--- config.mk ---
export PLATFORM = sky130hd
export DESIGN_NAME = uamr_top
export DESIGN_NICKNAME = d
export VERILOG_FILES = /design/src/rtl/uamr_pkg.sv /design/src/rtl/uamr_top.sv
export SDC_FILE = /design/constraint.sdc
export NUM_CORES = 1
export LEC_CHECK = 0
export ABC_AREA = 1
export BUFFER_PORTS_ARGS = -buffer_cell sky130_fd_sc_hd__buf_4
export CAP_MARGIN = 5
export CORE_AREA = 2 2 91 93
export DETAILED_ROUTE_END_ITERATION = 10
export DIE_AREA = 0 0 93 95
export GPL_TIMING_DRIVEN = 0
export HOLD_SLACK_MARGIN = 0.08
export PLACE_DENSITY = 0.94
export SKIP_CTS_REPAIR_TIMING = 1
export SYNTH_ARGS = -nofsm -noshare
export SYNTH_HDL_FRONTEND = slang
export SYNTH_SLANG_ARGS = --single-unit
--- constraint.sdc ---
create_clock -name clk -period 4.2 [get_ports clk]
set_input_delay 0.42 -clock clk [delete_from_list [all_inputs] [get_ports clk]]
set_output_delay 0.42 -clock clk [all_outputs]
set_load 0.01 [all_outputs]
--- src/rtl/uamr_pkg.sv ---
// package: shared types and constants for the modem, reset and serial framing block
`default_nettype none
package uamr_pkg;

  // configuration register image, loaded whole through the config port
  typedef struct packed {
    logic soft_rst_en;  // interrupt_enable_reg bit 5
    logic soft_rst;     // modem_control_reg bit 2
    logic loopback;
    logic tx_en;
    logic parity_en;
    logic parity_even;
    logic two_stop;
    logic rts;
    logic dtr;
  } uamr_cfg_t;

  typedef enum logic [2:0] {UAMR_TX_IDLE, UAMR_TX_START, UAMR_TX_DATA, UAMR_TX_PAR, UAMR_TX_STOP} uamr_tx_state_t;
  typedef enum logic [2:0] {UAMR_RX_IDLE, UAMR_RX_START, UAMR_RX_DATA, UAMR_RX_PAR, UAMR_RX_STOP} uamr_rx_state_t;

  // active-low modem inputs as seen at the pins
  typedef struct packed {
    logic cts_n;
    logic dsr_n;
    logic cd_n;
    logic ri_n;
  } uamr_modem_in_t;

  // same lines, decoded active high
  typedef struct packed {
    logic cts;
    logic dsr;
    logic cd;
    logic ri;
  } uamr_modem_st_t;

  localparam uamr_cfg_t UAMR_CFG_RST = 9'h000;
  localparam logic [15:0] UAMR_OS_DIV_DEF = 16'h0044;  // 16x sample tick divider
  localparam logic [3:0] UAMR_PH_LAST = 4'hf;           // 16 samples per bit
  localparam logic [3:0] UAMR_PH_MID = 4'h7;            // start bit recheck point
  localparam logic [2:0] UAMR_BIT_LAST = 3'h7;          // eight data bits

endpackage : uamr_pkg
`default_nettype wire

--- src/rtl/uamr_top.sv ---
// module: uart modem pins, reset output path and serial framer
`default_nettype none
module uamr_top #(
  parameter logic [15:0] OS_DIV = uamr_pkg::UAMR_OS_DIV_DEF
) (
  input wire logic clk,
  input wire logic rst,
  input wire logic ce,
  input wire logic cfg_wr,
  input wire uamr_pkg::uamr_cfg_t cfg_in,
  input wire logic tx_valid,
  input wire logic [7:0] tx_data,
  output logic tx_ready,
  output logic rx_valid,
  output logic [7:0] rx_data,
  output logic rx_perr,
  output logic rx_ferr,
  input wire logic rxd,
  output logic txd,
  output logic rts_n,
  output logic dtr_n,
  input wire uamr_pkg::uamr_modem_in_t modem_in,
  output uamr_pkg::uamr_modem_st_t modem_st,
  output logic rst_out
);

  typedef struct packed {
    uamr_pkg::uamr_cfg_t cfg;
    logic [15:0] os_cnt;
    uamr_pkg::uamr_tx_state_t tx_state;
    logic [3:0] tx_ph;
    logic [2:0] tx_bit;
    logic [7:0] tx_sh;
    logic tx_par;
    logic tx_line;
    uamr_pkg::uamr_rx_state_t rx_state;
    logic [3:0] rx_ph;
    logic [2:0] rx_bit;
    logic [7:0] rx_sh;
    logic rx_par;
    logic txd;
    logic tx_ready;
    logic rx_valid;
    logic [7:0] rx_data;
    logic rx_perr;
    logic rx_ferr;
    logic rts_n;
    logic dtr_n;
    uamr_pkg::uamr_modem_st_t modem_st;
    logic rst_out;
  } uamr_state_t;

  uamr_state_t st;
  uamr_state_t next_st;
  logic tick;
  logic rx_line;

  always_comb begin
    next_st = st;
    tick = (st.os_cnt == OS_DIV - 16'h0001);
    // loopback feeds the internal line back, the pin itself stays quiet
    rx_line = st.cfg.loopback ? st.tx_line : rxd;
    if (cfg_wr) begin
      next_st.cfg = cfg_in;
    end
    next_st.os_cnt = tick ? 16'h0000 : st.os_cnt + 16'h0001;
    next_st.rx_valid = 1'b0;
    case (st.tx_state)
      uamr_pkg::UAMR_TX_IDLE: begin
        next_st.tx_line = 1'b1;
        if (tx_valid && st.tx_ready) begin
          next_st.tx_sh = tx_data;
          next_st.tx_par = (^tx_data) ^ ~st.cfg.parity_even;
          next_st.tx_state = uamr_pkg::UAMR_TX_START;
          next_st.tx_ph = 4'h0;
          next_st.tx_line = 1'b0;
        end
      end
      uamr_pkg::UAMR_TX_START: begin
        if (tick) begin
          next_st.tx_ph = st.tx_ph + 4'h1;
          if (st.tx_ph == uamr_pkg::UAMR_PH_LAST) begin
            next_st.tx_state = uamr_pkg::UAMR_TX_DATA;
            next_st.tx_bit = 3'h0;
            next_st.tx_line = st.tx_sh[0];
          end
        end
      end
      uamr_pkg::UAMR_TX_DATA: begin
        if (tick) begin
          next_st.tx_ph = st.tx_ph + 4'h1;
          if (st.tx_ph == uamr_pkg::UAMR_PH_LAST) begin
            next_st.tx_sh = st.tx_sh >> 1;
            next_st.tx_line = st.tx_sh[1];
            next_st.tx_bit = st.tx_bit + 3'h1;
            if (st.tx_bit == uamr_pkg::UAMR_BIT_LAST) begin
              if (st.cfg.parity_en) begin
                next_st.tx_state = uamr_pkg::UAMR_TX_PAR;
                next_st.tx_line = st.tx_par;
              end else begin
                next_st.tx_state = uamr_pkg::UAMR_TX_STOP;
                next_st.tx_line = 1'b1;
                next_st.tx_bit = 3'h0;
              end
            end
          end
        end
      end
      uamr_pkg::UAMR_TX_PAR: begin
        if (tick) begin
          next_st.tx_ph = st.tx_ph + 4'h1;
          if (st.tx_ph == uamr_pkg::UAMR_PH_LAST) begin
            next_st.tx_state = uamr_pkg::UAMR_TX_STOP;
            next_st.tx_line = 1'b1;
            next_st.tx_bit = 3'h0;
          end
        end
      end
      uamr_pkg::UAMR_TX_STOP: begin
        if (tick) begin
          next_st.tx_ph = st.tx_ph + 4'h1;
          if (st.tx_ph == uamr_pkg::UAMR_PH_LAST) begin
            if (st.cfg.two_stop && st.tx_bit == 3'h0) begin
              next_st.tx_bit = 3'h1;
            end else begin
              next_st.tx_state = uamr_pkg::UAMR_TX_IDLE;
            end
          end
        end
      end
      default: next_st.tx_state = uamr_pkg::UAMR_TX_IDLE;
    endcase
    // receiver: hunt a low line level, recheck mid start bit, then sample mid bit
    case (st.rx_state)
      uamr_pkg::UAMR_RX_IDLE: begin
        if (!rx_line) begin
          next_st.rx_state = uamr_pkg::UAMR_RX_START;
          next_st.rx_ph = 4'h0;
        end
      end
      uamr_pkg::UAMR_RX_START: begin
        if (tick) begin
          next_st.rx_ph = st.rx_ph + 4'h1;
          if (st.rx_ph == uamr_pkg::UAMR_PH_MID) begin
            // a glitch shorter than half a bit is dropped, not framed
            next_st.rx_state = rx_line ? uamr_pkg::UAMR_RX_IDLE : uamr_pkg::UAMR_RX_DATA;
            next_st.rx_ph = 4'h0;
            next_st.rx_bit = 3'h0;
          end
        end
      end
      uamr_pkg::UAMR_RX_DATA: begin
        if (tick) begin
          next_st.rx_ph = st.rx_ph + 4'h1;
          if (st.rx_ph == uamr_pkg::UAMR_PH_LAST) begin
            next_st.rx_sh = {rx_line, st.rx_sh[7:1]};
            next_st.rx_bit = st.rx_bit + 3'h1;
            if (st.rx_bit == uamr_pkg::UAMR_BIT_LAST) begin
              next_st.rx_state = st.cfg.parity_en ? uamr_pkg::UAMR_RX_PAR : uamr_pkg::UAMR_RX_STOP;
            end
          end
        end
      end
      uamr_pkg::UAMR_RX_PAR: begin
        if (tick) begin
          next_st.rx_ph = st.rx_ph + 4'h1;
          if (st.rx_ph == uamr_pkg::UAMR_PH_LAST) begin
            next_st.rx_par = rx_line;
            next_st.rx_state = uamr_pkg::UAMR_RX_STOP;
          end
        end
      end
      uamr_pkg::UAMR_RX_STOP: begin
        if (tick) begin
          next_st.rx_ph = st.rx_ph + 4'h1;
          if (st.rx_ph == uamr_pkg::UAMR_PH_LAST) begin
            next_st.rx_valid = 1'b1;
            next_st.rx_data = st.rx_sh;
            next_st.rx_ferr = !rx_line;
            next_st.rx_perr = st.cfg.parity_en && (st.rx_par != ((^st.rx_sh) ^ ~st.cfg.parity_even));
            next_st.rx_state = uamr_pkg::UAMR_RX_IDLE;
          end
        end
      end
      default: next_st.rx_state = uamr_pkg::UAMR_RX_IDLE;
    endcase
    next_st.tx_ready = (next_st.tx_state == uamr_pkg::UAMR_TX_IDLE) && next_st.cfg.tx_en;
    next_st.txd = (next_st.cfg.loopback || !next_st.cfg.tx_en) ? 1'b1 : next_st.tx_line;
    next_st.rts_n = ~next_st.cfg.rts;
    next_st.dtr_n = ~next_st.cfg.dtr;
    next_st.modem_st = ~modem_in;
    // reset input high forces the output through the async branch below
    next_st.rst_out = next_st.cfg.soft_rst_en & next_st.cfg.soft_rst;
  end

  always_ff @(posedge clk or posedge rst) begin
    if (rst) begin
      st <= '0;
      st.cfg <= uamr_pkg::UAMR_CFG_RST;
      st.tx_line <= 1'b1;
      st.txd <= 1'b1;
      st.rts_n <= 1'b1;
      st.dtr_n <= 1'b1;
      st.rst_out <= 1'b1;
    end else if (ce) begin
      st <= next_st;
    end
  end

  assign tx_ready = st.tx_ready;
  assign rx_valid = st.rx_valid;
  assign rx_data = st.rx_data;
  assign rx_perr = st.rx_perr;
  assign rx_ferr = st.rx_ferr;
  assign txd = st.txd;
  assign rts_n = st.rts_n;
  assign dtr_n = st.dtr_n;
  assign modem_st = st.modem_st;
  assign rst_out = st.rst_out;

  // the first edge may come before the async load has landed, so check from the second reset edge on
  chk_cfg_reset_default: assert property (@(posedge clk)
    rst ##1 rst |-> st.cfg == uamr_pkg::UAMR_CFG_RST && rst_out && txd)
    else $error("config or outputs not at default during reset");
  chk_rst_mirror_input: assert property (@(posedge clk) disable iff (rst)
    ce && !next_st.cfg.soft_rst_en |=> !rst_out)
    else $error("reset output not following reset input");
  chk_rst_soft_or: assert property (@(posedge clk) disable iff (rst)
    ce && cfg_wr && cfg_in.soft_rst_en && cfg_in.soft_rst |=> rst_out)
    else $error("soft reset did not raise reset output");
  chk_rst_soft_clear: assert property (@(posedge clk) disable iff (rst)
    ce && cfg_wr && !cfg_in.soft_rst |=> !rst_out)
    else $error("cleared soft reset left reset output high");
  chk_rts_active_low: assert property (@(posedge clk) disable iff (rst)
    ce && cfg_wr |=> rts_n == !$past(cfg_in.rts) && dtr_n == !$past(cfg_in.dtr))
    else $error("rts or dtr not active low");
  chk_modem_in_low: assert property (@(posedge clk) disable iff (rst)
    ce |=> modem_st == ~$past(modem_in))
    else $error("modem input decode wrong");
  chk_tx_start_low: assert property (@(posedge clk) disable iff (rst)
    ce && tx_valid && tx_ready && !st.cfg.loopback && !cfg_wr |=> !txd ##0 st.tx_state == uamr_pkg::UAMR_TX_START)
    else $error("start bit not driven low");
  chk_tx_stop_high: assert property (@(posedge clk) disable iff (rst)
    st.tx_state == uamr_pkg::UAMR_TX_STOP |-> txd && st.tx_line)
    else $error("stop bit not high");
  chk_tx_idle_loop: assert property (@(posedge clk) disable iff (rst)
    st.tx_state == uamr_pkg::UAMR_TX_IDLE || st.cfg.loopback || !st.cfg.tx_en |-> txd)
    else $error("serial output low while idle or disabled");
  chk_rx_no_parity: assert property (@(posedge clk) disable iff (rst)
    rx_valid && !st.cfg.parity_en |-> !rx_perr)
    else $error("parity error flagged with parity off");
  chk_rx_glitch_drop: assert property (@(posedge clk) disable iff (rst)
    st.rx_state == uamr_pkg::UAMR_RX_START && tick && ce && st.rx_ph == uamr_pkg::UAMR_PH_MID && rx_line
    |=> st.rx_state == uamr_pkg::UAMR_RX_IDLE)
    else $error("false start bit not rejected");

  cov_tx_char: cover property (@(posedge clk) disable iff (rst) ce && tx_valid && tx_ready);
  cov_rx_char: cover property (@(posedge clk) disable iff (rst) rx_valid && !rx_perr && !rx_ferr);
  cov_rx_perr: cover property (@(posedge clk) disable iff (rst) rx_valid && rx_perr);
  cov_soft_rst: cover property (@(posedge clk) disable iff (rst) $rose(rst_out));

endmodule : uamr_top
`default_nettype wire

* Word level (Yosys, flattened, before mapping) *
Index checks and enable logic that the tools add are counted.

word-level totals
  register bits = 84
  input port bits = 27
  output and inout bits = 20
  word-level logic and storage cells = 162

operators by class
  mux-type cells = 54
  bitwise gates (word level) = 7
  add/subtract/negate cells = 5
  reductions and logical operators = 29
  eq/ne operators = 33

operators by type and width
  kind                   number
  $mux 10                6
  $mux 11                5
  $mux 3                 16
  $pmux 4 s5             2
  $mux 18                2
  $ne 2x2->1 const B     18
  $pmux 3 s5             2
  $mux 7                 4
  $add 16x1->16 const B  1
  $eq 16x7->1 const B    1
  $mux 16                1
  $pmux 8 s2             1
  $reduce_xor 8->1       2
  $reduce_and 7->1       2
  $eq 3x2->1 const B     4
  $eq 3x3->1 const B     4
  $logic_not 3->1        4
  $pmux 3 s4             1
  $reduce_and 4->1       3
  $reduce_and 11->1      1
  $mux 1                 10
  $reduce_bool 5->1      2
  $mux 9                 1
  $reduce_and 9->1       1
  other kinds (22)       34

* Longest topological paths before layout *
  word-level depth = 8
  depth in mapped cells = 13
  gate-level depth less buffers = 13

* Least setup slack after synthesis *
Ideal clock, no wire load.

  path kind = register -> register
  from = register st[59] (netlist bit)
  to = register st[51] (netlist bit)
  required time = 4077 ps
  stages on the path, launching flop included = 11
  library setup time = 123 ps
  data arrival time = 1446 ps
  period minus slack after synthesis = 1569 ps
  path buffers = 0
  slack = 2631 ps
  cells stage by stage = dfrtp_1 > ha_1 > nand2_1 > nor2_2 > nand2_1 > nor2_4 > nand2_2 > inv_2 > nand3_2 > o21ai_0 > nand2_1

on the way
  longest elaborated chain between the ends = 3
  elaborated cells between the ends (all ways) = 6
  those cells by class = 5 x eq/ne; 1 x reduce/logical

RTL lines
  what                                 RTL line         RTL
  from (decl)                          uamr_top.sv:53   uamr_state_t st;
  from (signal assigned)               uamr_top.sv:206  st <= next_st;
  $eq 16x7->1 *                        uamr_top.sv:60   tick = (st.os_cnt == OS_DIV - 16'h0001);
  $ne 2x2->1 (no source line)          -
  $reduce_and 9->1 (no source line) *  -

Mark *: on every way between the ends. The rest lies on a longest branch, timed or not.
A chain may end at the register's enable or synchronous reset.

* Final worst setup path *
  from = register st[39] (netlist bit)
  to = register st[36] (netlist bit)

on the way
  longest elaborated chain between the ends = 3

RTL lines
  what                                RTL line        RTL
  $mux 1                              uamr_top.sv:62  rx_line = st.cfg.loopback ? st.tx_line : rxd;
  $ne 2x2->1 (no source line)         -
  $reduce_and 11->1 (no source line)  -

Every way passes these cells.

==> impl_results.md <==
- Yosys Warn Count: 0
- Top_reg_cell synth: dfrtp_1
- Reg with most FFs: st
- Final cycle utilization of the critical path: between 40% and 50%
- N_diodes: 0
- Htree depth: 3
- Crit path cell chain: inv_1 > a21oi_1 > a21oi_1 > nand2_1 > nor2_4 > o211ai_1 > nand2_1
- Synthesized netlist cell count: 620
- Worst path max stage delay: ~600 ps
- CORE AREA: around 7900 sq um
- Register area share after synthesis: a little over two fifths
- Reg2reg end: st[36]$_DFFE_PP0P_
- FF-to-FF Start: st[39]$_DFFE_PP1P_
- Hold Path Class: in -> async
- DIE HEIGHT: 95 microns
- Grt ovf: 0
- # port buffers: 46
- Fmax: between 500 and 600 MHz
- Clock transition at path regs: about 90 ps
- Fin util: 70.80%
- Final ANT Viol Nets: 0
- Routed wire length: 11060 microns
- Total Power: ~0.0025 W
- CTS tree: built
- Vias: about 4300
- Avg WL per Cell: ~14 microns
- Least-Margin Pin Slew: between 500 and 600 ps
- Global-route wire length before repair: between 15000 and 20000 microns
- Setup Crit Path Kind: reg -> reg
- Syn-to-layout area delta: 15.38%
- Most frequent cells in the layout: 148 x nand2_1, 79 x dfrtp_1, 74 x inv_1, 62 x nor2_1, 59 x buf_4
- Status: finished, final reports clean
- Register share of total power: a little over two fifths
- Power Dens Cells: about 450 nW/um^2
- CTS Sinks: 84
- Number of global-route vias before repair: 4169
- Headroom to the max-slew limit: between 60 and 70%
- Initial cell density of the core: between 60% and 70%
- Max-cap viol count: 0
- Async SR Flop Fraction: 100.0%
- GRT Total Usage: 26.79%
- Largest net degree at the start of global routing: 52
- Setup_tns: 0 ps
- Clock skew: between 10 and 15 ps
- Initial antenna violation count: 0
- Arrival @ worst endpoint: 2190 ps
- Max FO, Critical Path: 5
- Clock Power Share: roughly 28%
- Mapped Area: between 4000 and 5000 sq um
- Die Footprint: between 8000 and 9000 sq um
- WP data required: 4440 ps
- Most common cell after layout, fill and taps aside: nand2_1
- Post-synth EDFFs: 0
- Final Hold Vio Count: 0
- Leak: around 2.8 nW
- Worst Setup End Kind: flop
- Finish-stage setup viols: 0
- I/O pin total: 47
- Share of total power in combinational logic: between 30% and 40%
- Register bit total from synthesis: 84
- Count of different cell masters after synthesis: 44
- Syn Area/Cell: ~8 sq um
- CP Launch Type: flop
- Max clock buf depth: 2
- Slew Limit Fails: 0
- Root Buffer: clkbuf_8
- FP Rows: 33
- Die width: between 90 and 100 microns
- Routability cong.: 0.9003
- Initial DRC Count: 246
- CTS buffer count: 9
- Top post-synthesis cells by area: dfrtp_1 41%, nand2_1 11%, inv_1 5.8%
- Internal power: 0.001632 W
- Post-synth top area share: 40.64%
- Max reg flops: 64
- Pre-antenna DRT Iters: 5
- Post-route DRC: 0
- Via density per instance: around 5.4
- Proportion of layout cells with a drive suffix above 1: 21.67%
- RSZ-0062 raised after global routing: no
- Sw power: between 0.0008 and 0.0009 W
- Peak VDD IR: roughly 0.25 mV
- Fin crit period: about 1900 ps
- Slowest cell on the critical path: dfstp_2
- Synth Net Count: ~660
- Area leader, netlist: dfrtp_1
- Net count, final: a little over 700
- R2R Setup Slk: around 2300 ps
- Reg2Reg Depth: 7
- Worst-Skew Late Latency: roughly 360 ps
- Switching share of power: between 30% and 40%
- HPWL after DPL: approximately 8200 microns
layer usage:
| layer | track usage [%] | share of wire (%) |
|---|---|---|
| met1 | 33.49 | 42 |
| met2 | 48.01 | 51 |
| met3 | 3.512 | 5.5 |
| met4 | 9.191 | 1.7 |
| met5 | 0 | 0 |
cell usage after synthesis, drive strengths merged, types with 3 or more instances:
library cell / instances
nand2: 156
inv: 85
dfrtp: 79
nor2: 74
o21ai: 67
nand3: 38
buf: 22
a21oi: 16
nor3: 12
xnor2: 10
xor2: 10
ha: 8
o31ai: 7
nand4: 6
dfstp: 5
or2: 5
mux2: 4
nand3b: 3
o211ai: 3
per-stage QoR:
| step | hold WS, ps | worst slack (ps) | cells | instance area, sq um |
|---|---|---|---|---|
| after global routing | 106.0 | 1949 | 788 | 5613 |
| after floorplan | 447.9 | 1623 | 620 | 4865 |
| final | 67.94 | 2252 | 788 | 5613 |
| after global placement | 466.9 | 736.1 | 771 | 5341 |
| after detailed placement | 465.9 | 2292 | 772 | 5371 |
| after CTS | 86.49 | 2270 | 788 | 5613 |
power by group through the flow:
stage | Combinational (W) | Clock [W] | Sequential, W
floorplan | 0.000578 | 0 | 0.00105
global placement | 0.000707 | 0 | 0.00106
detailed placement | 0.000748 | 0 | 0.00107
CTS | 0.000757 | 0.000709 | 0.00106
global route | 0.000863 | 0.000743 | 0.00108
finish | 0.000761 | 0.000706 | 0.00106
cells by family after synthesis:
logic type | synth area share, %
AO/OA/AOI/OAI | 11.88
XOR/XNOR | 3.601
adder cells (fa/ha/maj) | 2.058
buffers and inverters | 10.24
flip-flops | 43.34
multiplexers | 1.003
AND/OR/NAND/NOR | 27.88
final cells by class:
class | instances | area (sq um)
timing repair buffer | 47 | 372.9
tap | 105 | 131.4
inverter | 86 | 325.3
clock inverter | 5 | 100.1
multi-input combinational | 426 | 2258
buffer | 24 | 175.2
sequential | 84 | 2108
clock buffer | 11 | 141.4
fill | 622 | 2315
worst max path at each step:
stage	start	slack (ps)	to
3_5_place_dp	st[59]$_DFFE_PP0P_	2290	st[37]$_DFFE_PP0P_
3_3_place_gp	rst	740	st[67]$_DFFE_PP0P_
6_report	st[39]$_DFFE_PP1P_	2250	st[36]$_DFFE_PP0P_
5_1_grt	st[59]$_DFFE_PP0P_	1950	st[37]$_DFFE_PP0P_
4_1_cts	st[59]$_DFFE_PP0P_	2270	st[37]$_DFFE_PP0P_
2_1_floorplan	rst	1620	modem_st[0]$_DFFE_PP0P_
worst max-delay path: cells and delay by family, from the launching register on:
family | cells | cell delay [ps]
buffers and inverters | 1 | 70
flip-flops | 1 | 600
AO/OA/AOI/OAI | 3 | 830
AND/OR/NAND/NOR | 3 | 340
Power figures use the tool's default switching activity.
